--- src/rtl/ccs_pkg.sv ---
// converter status and raw result: shared constants
// assumes a 32-bit apb slave with byte addresses, one word per register
`default_nettype none

package ccs_pkg;

    // register byte addresses
    localparam logic [11:0] ADDR_RAW    = 12'h000;
    localparam logic [11:0] ADDR_STATUS = 12'h004;
    localparam logic [11:0] ADDR_CLEAR  = 12'h008;
    localparam logic [11:0] ADDR_CTRL   = 12'h00C;
    localparam logic [11:0] ADDR_LIMIT0 = 12'h010;
    localparam logic [11:0] ADDR_STEP   = 12'h004;

    // field widths and counts
    localparam int RAW_W     = 24;
    localparam int CONV_W    = 18;
    localparam int SIGN_LSB  = 18;
    localparam int TEMP_W    = 16;
    localparam int ALERT_CNT = 4;

    // status bit positions
    localparam int STAT_BURST  = 7;
    localparam int STAT_UPDATE = 6;
    localparam int STAT_SHORT  = 5;
    localparam int STAT_RANGE  = 4;

    // reset values
    localparam logic [7:0]  STATUS_RST = 8'h00;
    localparam logic [23:0] RAW_RST    = 24'h000000;
    localparam logic [3:0]  CTRL_RST   = 4'h0;
    localparam logic [15:0] LIMIT_RST  = 16'h0000;

endpackage : ccs_pkg

`default_nettype wire

--- src/rtl/ccs_flag_if.sv ---
// carrier between the top and the sticky event flag pair
// assumes both ends share ref_clk_in
`default_nettype none

interface ccs_flag_if;
    logic set_burst;
    logic set_update;
    logic clr_burst;
    logic clr_update;
    logic burst_flag;
    logic update_flag;

    modport ctrl (
        output set_burst, set_update, clr_burst, clr_update,
        input  burst_flag, update_flag
    );
    modport flags (
        input  set_burst, set_update, clr_burst, clr_update,
        output burst_flag, update_flag
    );
endinterface : ccs_flag_if

`default_nettype wire

--- src/rtl/ccs_flags.sv ---
// sticky burst-complete and conversion-update flags
// assumes set and clear strobes are one-cycle pulses on ref_clk_in
`default_nettype none

module ccs_flags (
    // clock and reset
    input  wire logic ref_clk_in,
    input  wire logic rst_in,
    // strobes and flags
    ccs_flag_if.flags fl
);

    logic burst_reg;
    logic update_reg;

    // set beats clear so a completion in the clear cycle survives
    always_ff @(posedge ref_clk_in or posedge rst_in) begin
        if (rst_in) begin
            burst_reg <= 1'b0;
        end else if (fl.set_burst) begin
            burst_reg <= 1'b1;
        end else if (fl.clr_burst) begin
            burst_reg <= 1'b0;
        end
    end

    always_ff @(posedge ref_clk_in or posedge rst_in) begin
        if (rst_in) begin
            update_reg <= 1'b0;
        end else if (fl.set_update) begin
            update_reg <= 1'b1;
        end else if (fl.clr_update) begin
            update_reg <= 1'b0;
        end
    end

    assign fl.burst_flag  = burst_reg;
    assign fl.update_flag = update_reg;
endmodule : ccs_flags

`default_nettype wire

--- src/rtl/ccs_top.sv ---
// converter status and raw result register bank with apb access
// assumes converter strobes are one-cycle pulses synchronous to ref_clk_in
//
// What this block does
// - raw result is 24-bit sign-extended, read-only
// - burst end sets status bit 7
// - writing zero to bits 7,6 changes nothing
// - each conversion sets status bit 6
// - bit 5 shows a shorted sensor wire
// - bit 4 shows input or hot result overrange
// - overrange voltage holds hot and difference results
// - status reports single and burst update state
// - bits 7,6 cleared by a one in the clear register, rest read-only, reset zero
// - overrange sum holds only the hot result
// - bits 3-0 flag temperature above alert limit
//
// The address map and the APB register port are this design's own decisions.
`default_nettype none

module ccs_top #(
    parameter bit FAULT_DETECT = 1'b1
) (
    // clock and reset
    input  wire logic        ref_clk_in,
    input  wire logic        rst_in,
    // apb slave
    input  wire logic [11:0] paddr_in,
    input  wire logic        psel_in,
    input  wire logic        penable_in,
    input  wire logic        pwrite_in,
    input  wire logic [31:0] pwdata_in,
    input  wire logic [3:0]  pstrb_in,
    output logic [31:0]      prdata_out,
    output logic             pready_out,
    output logic             pslverr_out,
    // converter events and data
    input  wire logic        conv_done_in,
    input  wire logic        burst_done_in,
    input  wire logic [17:0] conv_result_in,
    input  wire logic        sensor_voltage_oor_in,
    input  wire logic        sum_oor_in,
    input  wire logic        hot_result_oor_in,
    input  wire logic        wire_short_in,
    // junction temperatures for the alert compare
    input  wire logic [15:0] hot_temp_in,
    input  wire logic [15:0] cold_temp_in,
    // result register update strobes
    output logic             hot_update_out,
    output logic             diff_update_out,
    output logic             cold_update_out
);

    // carrier to the sticky flag pair
    ccs_flag_if fl ();

    ccs_flags u_flags (
        .ref_clk_in (ref_clk_in),
        .rst_in     (rst_in),
        .fl         (fl.flags)
    );

    // state
    logic [23:0] raw_reg;
    logic        short_reg;
    logic        range_reg;
    logic [3:0]  ctrl_reg;
    logic [3:0]  alert_reg;
    logic [31:0] rdata_next;
    logic        hit_next;
    logic [7:0]  status_w;
    logic [15:0] limit_w [ccs_pkg::ALERT_CNT];

    // apb phases
    logic setup_w;
    logic wr_w;

    assign setup_w = psel_in && !penable_in;
    // a write lands at the single access edge where pready is high
    assign wr_w    = psel_in && penable_in && pready_out && pwrite_in;

    // status word as software sees it
    assign status_w = {fl.burst_flag,
                       fl.update_flag,
                       short_reg,
                       range_reg,
                       alert_reg};

    // ---------------------------------------------------------------
    // converter side
    // ---------------------------------------------------------------

    // raw result sign-extended from the converter's 18 bits
    always_ff @(posedge ref_clk_in or posedge rst_in) begin
        if (rst_in) begin
            raw_reg <= ccs_pkg::RAW_RST;
        end else if (conv_done_in) begin
            raw_reg <= {{(ccs_pkg::RAW_W - ccs_pkg::SIGN_LSB)
                         {conv_result_in[ccs_pkg::CONV_W-1]}},
                        conv_result_in};
        end
    end

    // flag set strobes come straight from the converter events
    assign fl.set_burst  = burst_done_in;
    assign fl.set_update = conv_done_in;

    // short flag only exists on the fault-detect variant
    always_ff @(posedge ref_clk_in or posedge rst_in) begin
        if (rst_in) begin
            short_reg <= 1'b0;
        end else if (FAULT_DETECT) begin
            short_reg <= wire_short_in;
        end else begin
            short_reg <= 1'b0;
        end
    end

    // range flag follows the live voltage and hot-result range checks
    always_ff @(posedge ref_clk_in or posedge rst_in) begin
        if (rst_in) begin
            range_reg <= 1'b0;
        end else begin
            range_reg <= sensor_voltage_oor_in
                       | hot_result_oor_in;
        end
    end

    // result update gating: cold always, others held on overrange
    always_ff @(posedge ref_clk_in or posedge rst_in) begin
        if (rst_in) begin
            hot_update_out  <= 1'b0;
            diff_update_out <= 1'b0;
            cold_update_out <= 1'b0;
        end else begin
            cold_update_out <= conv_done_in;
            diff_update_out <= conv_done_in
                             && !sensor_voltage_oor_in;
            hot_update_out  <= conv_done_in
                             && !sensor_voltage_oor_in
                             && !sum_oor_in;
        end
    end

    // ---------------------------------------------------------------
    // alert compare, one comparator and limit per channel
    // ---------------------------------------------------------------
    genvar g;
    generate
        for (g = 0; g < ccs_pkg::ALERT_CNT; g++) begin : g_alert
            localparam logic [11:0] ADDR_LIM =
                12'(ccs_pkg::ADDR_LIMIT0 + g * ccs_pkg::ADDR_STEP);
            logic [15:0] limit_reg;
            logic [15:0] temp_w;

            // ctrl bit picks cold junction, else hot junction
            assign temp_w = ctrl_reg[g] ? cold_temp_in : hot_temp_in;

            // limit written lane by lane
            always_ff @(posedge ref_clk_in or posedge rst_in) begin
                if (rst_in) begin
                    limit_reg <= ccs_pkg::LIMIT_RST;
                end else if (wr_w && paddr_in == ADDR_LIM) begin
                    if (pstrb_in[0]) begin
                        limit_reg[7:0] <= pwdata_in[7:0];
                    end
                    if (pstrb_in[1]) begin
                        limit_reg[15:8] <= pwdata_in[15:8];
                    end
                end
            end

            // strictly above the limit; equal reads as clear
            always_ff @(posedge ref_clk_in or posedge rst_in) begin
                if (rst_in) begin
                    alert_reg[g] <= 1'b0;
                end else begin
                    alert_reg[g] <= $signed(temp_w)
                                  > $signed(limit_reg);
                end
            end

            assign limit_w[g] = limit_reg;
        end
    endgenerate

    // ---------------------------------------------------------------
    // register writes
    // ---------------------------------------------------------------

    // control: alert source select per channel
    always_ff @(posedge ref_clk_in or posedge rst_in) begin
        if (rst_in) begin
            ctrl_reg <= ccs_pkg::CTRL_RST;
        end else if (wr_w && paddr_in == ccs_pkg::ADDR_CTRL
                     && pstrb_in[0]) begin
            ctrl_reg <= pwdata_in[3:0];
        end
    end

    // only a one in the clear register drops a flag; a zero written
    // to the status word itself never does
    assign fl.clr_burst  = wr_w && paddr_in == ccs_pkg::ADDR_CLEAR
                         && pstrb_in[0]
                         && pwdata_in[ccs_pkg::STAT_BURST];
    assign fl.clr_update = wr_w && paddr_in == ccs_pkg::ADDR_CLEAR
                         && pstrb_in[0]
                         && pwdata_in[ccs_pkg::STAT_UPDATE];

    // ---------------------------------------------------------------
    // apb read mux and answer
    // ---------------------------------------------------------------
    always_comb begin
        rdata_next = 32'h00000000;
        hit_next   = 1'b1;
        case (paddr_in)
            ccs_pkg::ADDR_RAW: begin
                rdata_next[23:0] = raw_reg;
            end
            ccs_pkg::ADDR_STATUS: begin
                rdata_next[7:0] = status_w;
            end
            ccs_pkg::ADDR_CLEAR: begin
                rdata_next = 32'h00000000;
            end
            ccs_pkg::ADDR_CTRL: begin
                rdata_next[3:0] = ctrl_reg;
            end
            default: begin
                hit_next = 1'b0;
                for (int i = 0; i < ccs_pkg::ALERT_CNT; i++) begin
                    if (paddr_in == 12'(ccs_pkg::ADDR_LIMIT0
                                   + i * ccs_pkg::ADDR_STEP)) begin
                        rdata_next[15:0] = limit_w[i];
                        hit_next         = 1'b1;
                    end
                end
            end
        endcase
    end

    // zero-wait answer: data and ready registered in the setup cycle
    always_ff @(posedge ref_clk_in or posedge rst_in) begin
        if (rst_in) begin
            pready_out  <= 1'b0;
            prdata_out  <= 32'h00000000;
            pslverr_out <= 1'b0;
        end else if (setup_w) begin
            pready_out  <= 1'b1;
            prdata_out  <= pwrite_in ? 32'h00000000 : rdata_next;
            // status and raw words take no data, but writing them
            // is harmless rather than an error
            pslverr_out <= !hit_next;
        end else begin
            pready_out  <= 1'b0;
            prdata_out  <= 32'h00000000;
            pslverr_out <= 1'b0;
        end
    end
endmodule : ccs_top

`default_nettype wire

--- config.mk ---
export PLATFORM = sky130hd
export DESIGN_NAME = ccs_top
export DESIGN_NICKNAME = d
export VERILOG_FILES = /design/src/rtl/ccs_pkg.sv /design/src/rtl/ccs_flag_if.sv /design/src/rtl/ccs_flags.sv /design/src/rtl/ccs_top.sv
export SDC_FILE = /design/constraint.sdc
export NUM_CORES = 1
export LEC_CHECK = 0
export BUFFER_PORTS_ARGS = -buffer_cell sky130_fd_sc_hd__buf_2
export CORE_MARGIN = 10
export CORE_UTILIZATION = 30
export DETAILED_ROUTE_END_ITERATION = 7
export PLACE_DENSITY = 0.52
export SETUP_SLACK_MARGIN = 0.1
export SYNTH_ARGS = -nofsm -noshare
export SYNTH_HDL_FRONTEND = slang
export SYNTH_HIERARCHICAL = 1
export SYNTH_SLANG_ARGS = --single-unit
--- constraint.sdc ---
create_clock -name ref_clk_in -period 6.6 [get_ports ref_clk_in]
set_input_delay 0.99 -clock ref_clk_in [delete_from_list [all_inputs] [get_ports ref_clk_in]]
set_output_delay 0.99 -clock ref_clk_in [all_outputs]
set_load 0.05 [all_outputs]
# After elaboration in Yosys (flattened, before gate mapping)

Cells that the tools add are included.

Register bits: 131
Input bits: 109
Output and inout bits: 37
Logic and storage cells: 95

Magnitude comparators: 4
Equal/unequal tests: 7
Muxes and demuxes: 25
Bitwise logic cells: 1
Reductions and logical operators: 34

Operators by type and width:

| operator              | count |
|---|---|
| $mux W16              | 8 |
| $gt A16 B16 Y1        | 4 |
| $eq A12 B5 Y1 const B | 4 |
| $mux W24              | 2 |
| $eq A12 B4 Y1 const B | 2 |
| $logic_and A1 B1 Y1   | 16 |
| $pmux W4 S4           | 1 |
| $pmux W8 S2           | 1 |
| $reduce_and A2 Y1     | 8 |
| $eq A12 B3 Y1 const B | 1 |
| $logic_not A12 Y1     | 1 |
| $pmux W4 S3           | 1 |
| $mux W1               | 11 |
| $mux W8               | 1 |
| $logic_not A1 Y1      | 4 |
| $reduce_bool A2 Y1    | 2 |
| $reduce_or A4 Y1      | 1 |
| $reduce_or A3 Y1      | 1 |
| $reduce_or A2 Y1      | 1 |
| $or A1 B1 Y1          | 1 |

# Longest topological paths before layout

Word-level depth: 8
Gate-level depth with buffers: 10
Depth with buffers taken out: 8

# Hierarchy

The synthesis kept the hierarchy.

By module, submodules not included:

| module    | times used | cells each | area an instance (µm²) | sequential area each (µm²) |
|---|---|---|---|---|
| ccs_top   | 1          | 676        | 7,348.3                | 2,877.8 |
| ccs_flags | 1          | 7          | 76.3                   | 50.0 |

# Worst setup path after synthesis

No wires, ideal clock.

Path kind: input -> register
Start: input paddr_in[7]
End: register u_flags.burst_reg (netlist: u_flags/fl.burst_flag)
Library setup time: 0.118 ns
Data arrival time: 2.563 ns
Required time: 6.482 ns
Slack: 3.919 ns
Stages on the path: 8
Buffers on the path: 0
Cells stage by stage: or4_4 -> nor2_4 -> nand2_1 -> nor2_2 -> nor4b_1 -> and2_1 -> inv_1 -> a21o_1

Longest elaborated chain between the ends: 5

Ends and longest elaborated chain:

| item                         | RTL line         | text |
|---|---|---|
| start, declared              | ccs_top.sv:27    | `input wire logic [11:0] paddr_in,` |
| $eq A12 B4 Y1                | ccs_top.sv:202   | `assign fl.clr_burst = wr_w && paddr_in == ccs_pkg::ADDR_CLEAR` |
| $logic_and A1 B1 Y1          | ccs_top.sv:202   |  |
| $logic_and A1 B1 Y1          | ccs_top.sv:203   | `&& pstrb_in[0]` |
| $logic_and A1 B1 Y1          | ccs_top.sv:204   | `&& pwdata_in[ccs_pkg::STAT_BURST];` |
| named net fl.clr_burst       | ccs_flag_if.sv:8 | `logic clr_burst;` |
| $reduce_bool A2 Y1 (no line) | --               |  |
| end signal, assigned         | ccs_flags.sv:19  | `burst_reg <= 1'b0;` |
| end signal, assigned         | ccs_flags.sv:21  | `burst_reg <= 1'b1;` |
| end signal, assigned         | ccs_flags.sv:23  | `burst_reg <= 1'b0;` |
| end, declared                | ccs_flags.sv:13  | `logic burst_reg;` |

The timed path passes the listed nets, and every way through them passes these cells.
A chain may end at the register's enable or synchronous reset.

# Worst setup path in the final report

Start: input paddr_in[9]
End: register g_alert[2].limit_reg[10]

Longest elaborated chain between the ends: 3

Ends and longest elaborated chain:

| item                        | RTL line       | text |
|---|---|---|
| $eq A12 B5 Y1               | ccs_top.sv:162 | `end else if (wr_w && paddr_in == ADDR_LIM) begin` |
| $logic_and A1 B1 Y1         | ccs_top.sv:162 |  |
| $reduce_and A2 Y1 (no line) | --             |  |
| end signal, assigned        | ccs_top.sv:161 | `limit_reg <= ccs_pkg::LIMIT_RST;` |
| end signal, assigned        | ccs_top.sv:167 | `limit_reg[15:8] <= pwdata_in[15:8];` |
| end, declared               | ccs_top.sv:152 | `logic [15:0] limit_reg;` |

No other way between the ends.

==> summary.md <==
| Metric | Value |
|---|---|
| Outcome | `finished clean` |
| Met2 wire length | `9760 µm` |
| Final Hold Fails | `0` |
| Core box area | `24300 µm²` |
| Kind of end point of the critical path | `flop` |
| Count of pins on the block boundary | `146` |
| Total internal power | `1.36 mW` |
| Min-Delay Path Class | `in -> async` |
| Total stage count of the critical path | `5` |
| TritonCTS clock tree | `done` |
| Critical-path cell with the highest stage delay | `sky130_fd_sc_hd__nor3_2` |
| Shortest clock period the worst path allows after layout | `2960 ps` |
| Number of cells produced by synthesis | `683` |
| Maximum buffer depth of the clock tree | `2` |
| Origin of the critical flop-to-flop path | `ctrl_reg[0]` |
| Number of diodes | `0` |
| Sequential share of power | `40.5%` |
| Top metal layer carrying routed signals | `met5` |
| Post-Route Hold Slack | `451 ps` |
| Fraction of power spent switching nets | `25.2%` |
| PD cells | `207 nW/µm²` |
| Die area | `31400 µm²` |
| Startpoint Class | `primary input` |
| Leakage power total | `4.17 nW` |
| Crit path launch | `paddr_in[9]` |
| Horizontal die dimension | `177 µm` |
| Setup Crit Path Kind | `in -> reg` |
| Vertical extent of the die | `177 µm` |
| EDFF count, synth | `0` |
| Worst Max-Slew Pin Slew | `1190 ps` |
| Final standard cell utilization of the core | `36.3%` |
| Fin Clk Skew | `7.78 ps` |
| Total of warnings raised by yosys | `6` |
| Setup Viol. Count Final | `0` |
| RSZ-0062 raised after global routing | `false` |
| Total routed wire length on the met1 layer | `10100 µm` |
| Clock insertion delay at the later pin of the skew report | `420 ps` |
| Vias per cell | `4.88` |
| Final Net Count | `963` |
| Wire length of the first global-routing pass | `34000 µm` |
| Distinct cell type count after synthesis | `47` |
| Largest register FFs | `64` |
| Residual antenna-violating net count after detailed routing | `0` |
| Wirelength per Cell | `19.3 µm` |
| CP top delay family | `simple AND/OR/NAND/NOR gates` |
| DRC violation total after the first TritonRoute iteration | `328` |
| Buffer cell driving the clock tree root | `sky130_fd_sc_hd__clkbuf_16` |
| Share of the clock period used by the worst path | `44.9%` |
| All-layer global routing usage | `14.1%` |
| Detailed Place HPWL | `16400 µm` |
| Switching power | `459 µW` |
| Delay of the slowest cell on the worst path | `1010 ps` |
| Clock slew seen by the registers of the worst setup and hold paths | `60 ps` |
| Largest net degree at the start of global routing | `77` |
| Final estimated routing congestion in global placement | `0.819` |
| Area grow syn2layout | `18.7%` |
| Worst path bufs/invs | `1` |
| Clock power frac | `49.2%` |
| Setup fix buffers added after clock tree synthesis | `0` |
| Number of fillers in the final layout | `2448` |
| Fraction of layout instances using a drive strength above 1 | `37.2%` |
| DRC violations left | `0` |
| Cell breakdown of the critical path | `buf_2 > nor4_2 > nand3_1 > nor3_2 > o21ai_0` |
| Part of the Yosys area used for sequential elements | `39.4%` |
| Count of buffers inserted at the top-level ports | `119` |
| Final Slew Violations | `0` |
| Post-synthesis instance area | `7420 µm²` |
| Peak supply drop | `171 µV` |
| Number of hold-repair buffers added at the cts stage | `0` |
| Required time of the critical path | `6850 ps` |
| Most frequent cells in the layout | `sky130_fd_sc_hd__buf_2 (119), sky130_fd_sc_hd__dfrtp_1 (117), sky130_fd_sc_hd__mux2_2 (106)` |
| # Max-Cap Violations | `0` |
| Post-synthesis register bit count | `117` |
| Power share of the combinational group | `10.3%` |
| Share of synthesized flip-flops with an asynchronous set or reset | `100%` |
| Total congestion overflow after global routing | `0` |
| Highest clock frequency the design can meet | `0.337 GHz` |
| Total Wirelength | `21800 µm` |
| Most common cell after layout, fill and taps aside | `sky130_fd_sc_hd__buf_2` |
| Detailed route wirelength on metal3 | `1580 µm` |
| First drt pass iteration count | `5` |
| Total negative slack | `0 ps` |
| Critical Path Fanout Max | `16` |
| Depth of the CTS H-tree | `4` |
| Post-cts sizing count | `0` |
| Most used DFF post-synth | `sky130_fd_sc_hd__dfrtp_1` |
| Total number of placement rows | `57` |
| Initial standard-cell utilization of the core | `30.5%` |
| Arr. time, crit path | `3210 ps` |
| Count of clock tree sinks | `117` |
| Headroom to the max-slew limit | `20.0%` |
| Mean instance size in the synthesized netlist | `10.9 µm²` |
| Reg2Reg Depth | `7` |
| TritonCTS Buffers | `17` |
| Antenna violations before repair | `4` |
| Via count | `5495` |
| Via count of the first global-routing pass | `5769` |
## cell usage after synthesis (2+ instances only)
cell type / n / area share, %
sky130_fd_sc_hd__dfrtp_1: 117 / 39
sky130_fd_sc_hd__mux2_2: 106 / 16
sky130_fd_sc_hd__inv_1: 84 / 4.2
sky130_fd_sc_hd__ha_1: 64 / 11
sky130_fd_sc_hd__nand2_1: 58 / 2.9
sky130_fd_sc_hd__o21ai_0: 39 / 2.6
sky130_fd_sc_hd__a21oi_1: 28 / 1.9
sky130_fd_sc_hd__a221oi_1: 16 / 1.9
sky130_fd_sc_hd__mux2_4: 16 / 3.2
sky130_fd_sc_hd__mux4_2: 16 / 4.9
sky130_fd_sc_hd__nand4_1: 16 / 1.3
sky130_fd_sc_hd__buf_4: 14 / 1.4
sky130_fd_sc_hd__clkbuf_1: 13 / 0.66
sky130_fd_sc_hd__a21o_1: 10 / 1.0
sky130_fd_sc_hd__nor2_1: 10 / 0.51
sky130_fd_sc_hd__buf_2: 8 / 0.54
sky130_fd_sc_hd__nand3_1: 8 / 0.54
sky130_fd_sc_hd__a22oi_1: 5 / 0.51
sky130_fd_sc_hd__buf_1: 5 / 0.25
sky130_fd_sc_hd__mux2i_1: 5 / 0.67
sky130_fd_sc_hd__and2_1: 4 / 0.34
sky130_fd_sc_hd__nor2b_1: 4 / 0.34
sky130_fd_sc_hd__or3_1: 3 / 0.25
sky130_fd_sc_hd__and4b_1: 2 / 0.27
sky130_fd_sc_hd__buf_6: 2 / 0.30
sky130_fd_sc_hd__mux2_1: 2 / 0.30
sky130_fd_sc_hd__nor3_1: 2 / 0.13
sky130_fd_sc_hd__nor3_2: 2 / 0.27
sky130_fd_sc_hd__nor4_1: 2 / 0.17
sky130_fd_sc_hd__nor4b_1: 2 / 0.24
sky130_fd_sc_hd__o21bai_1: 2 / 0.20
sky130_fd_sc_hd__o22ai_1: 2 / 0.17
sky130_fd_sc_hd__or2_1: 2 / 0.17
## cell families after synthesis
family | share of synthesized area (%)
fa+ha+maj | 10.8
simple gates | 8.43
mux | 25.1
flops | 39.4
buf+inv | 7.47
compound gates | 8.70
other cells | 0.0505
## layout make-up
type                    instances  area [µm²]  share of cell area (%)
well taps                     324         405                    4.60
flip-flops and latches        117        2930                    33.2
clock buffers                  19         433                    4.91
clock inverters                13         134                    1.52
inverters                      85         322                    3.65
multi-input cells             446        3970                    45.0
repair buffers                123         626                    7.10
## per-stage QoR
stage | setup slack (ps) | area [µm²] | instances | power (mW)
floorplan | 2570 | 7450 | 690 | 0.868
global placement | 3250 | 8250 | 1095 | 0.939
detailed placement | 3190 | 8250 | 1095 | 0.940
CTS | 3630 | 8820 | 1127 | 1.84
global route | 3340 | 8820 | 1127 | 1.90
finish | 3640 | 8820 | 1127 | 1.82
## worst reg2reg max path: cells and delay by family, from the launching register on
kind            cells  cell delay, ps
mux                 2             630
fa+ha+maj           1             350
compound gates      2             280
flops               1             990
simple gates        2             620
## power groups by stage
stage | Combinational, mW | Sequential, mW | Clock (mW)
floorplan | 0.112 | 0.755 | 0
global placement | 0.188 | 0.751 | 0
finish | 0.188 | 0.739 | 0.896
global route | 0.209 | 0.741 | 0.949
detailed placement | 0.189 | 0.752 | 0
CTS | 0.190 | 0.739 | 0.913
## worst paths after layout
path	end	slack [ps]
setup reg to reg	alert_reg[0]	3660
min in group ref_clk_in	u_flags/fl.update_flag	470
setup / recovery	g_alert[2].limit_reg[10]	3640
hold reg to reg	u_flags/fl.update_flag	470
hold / removal	u_flags/fl.burst_flag	450
max in group asynchronous	g_alert[3].limit_reg[12]	4600
## layer usage
layer,GRT usage [%],vias to the layer above
met2,21.9,137
met3,4.42,24
met5,0,-
met4,3.37,8
met1,18.6,2700
li1,-,2626
(Power assumes the default switching activity.)
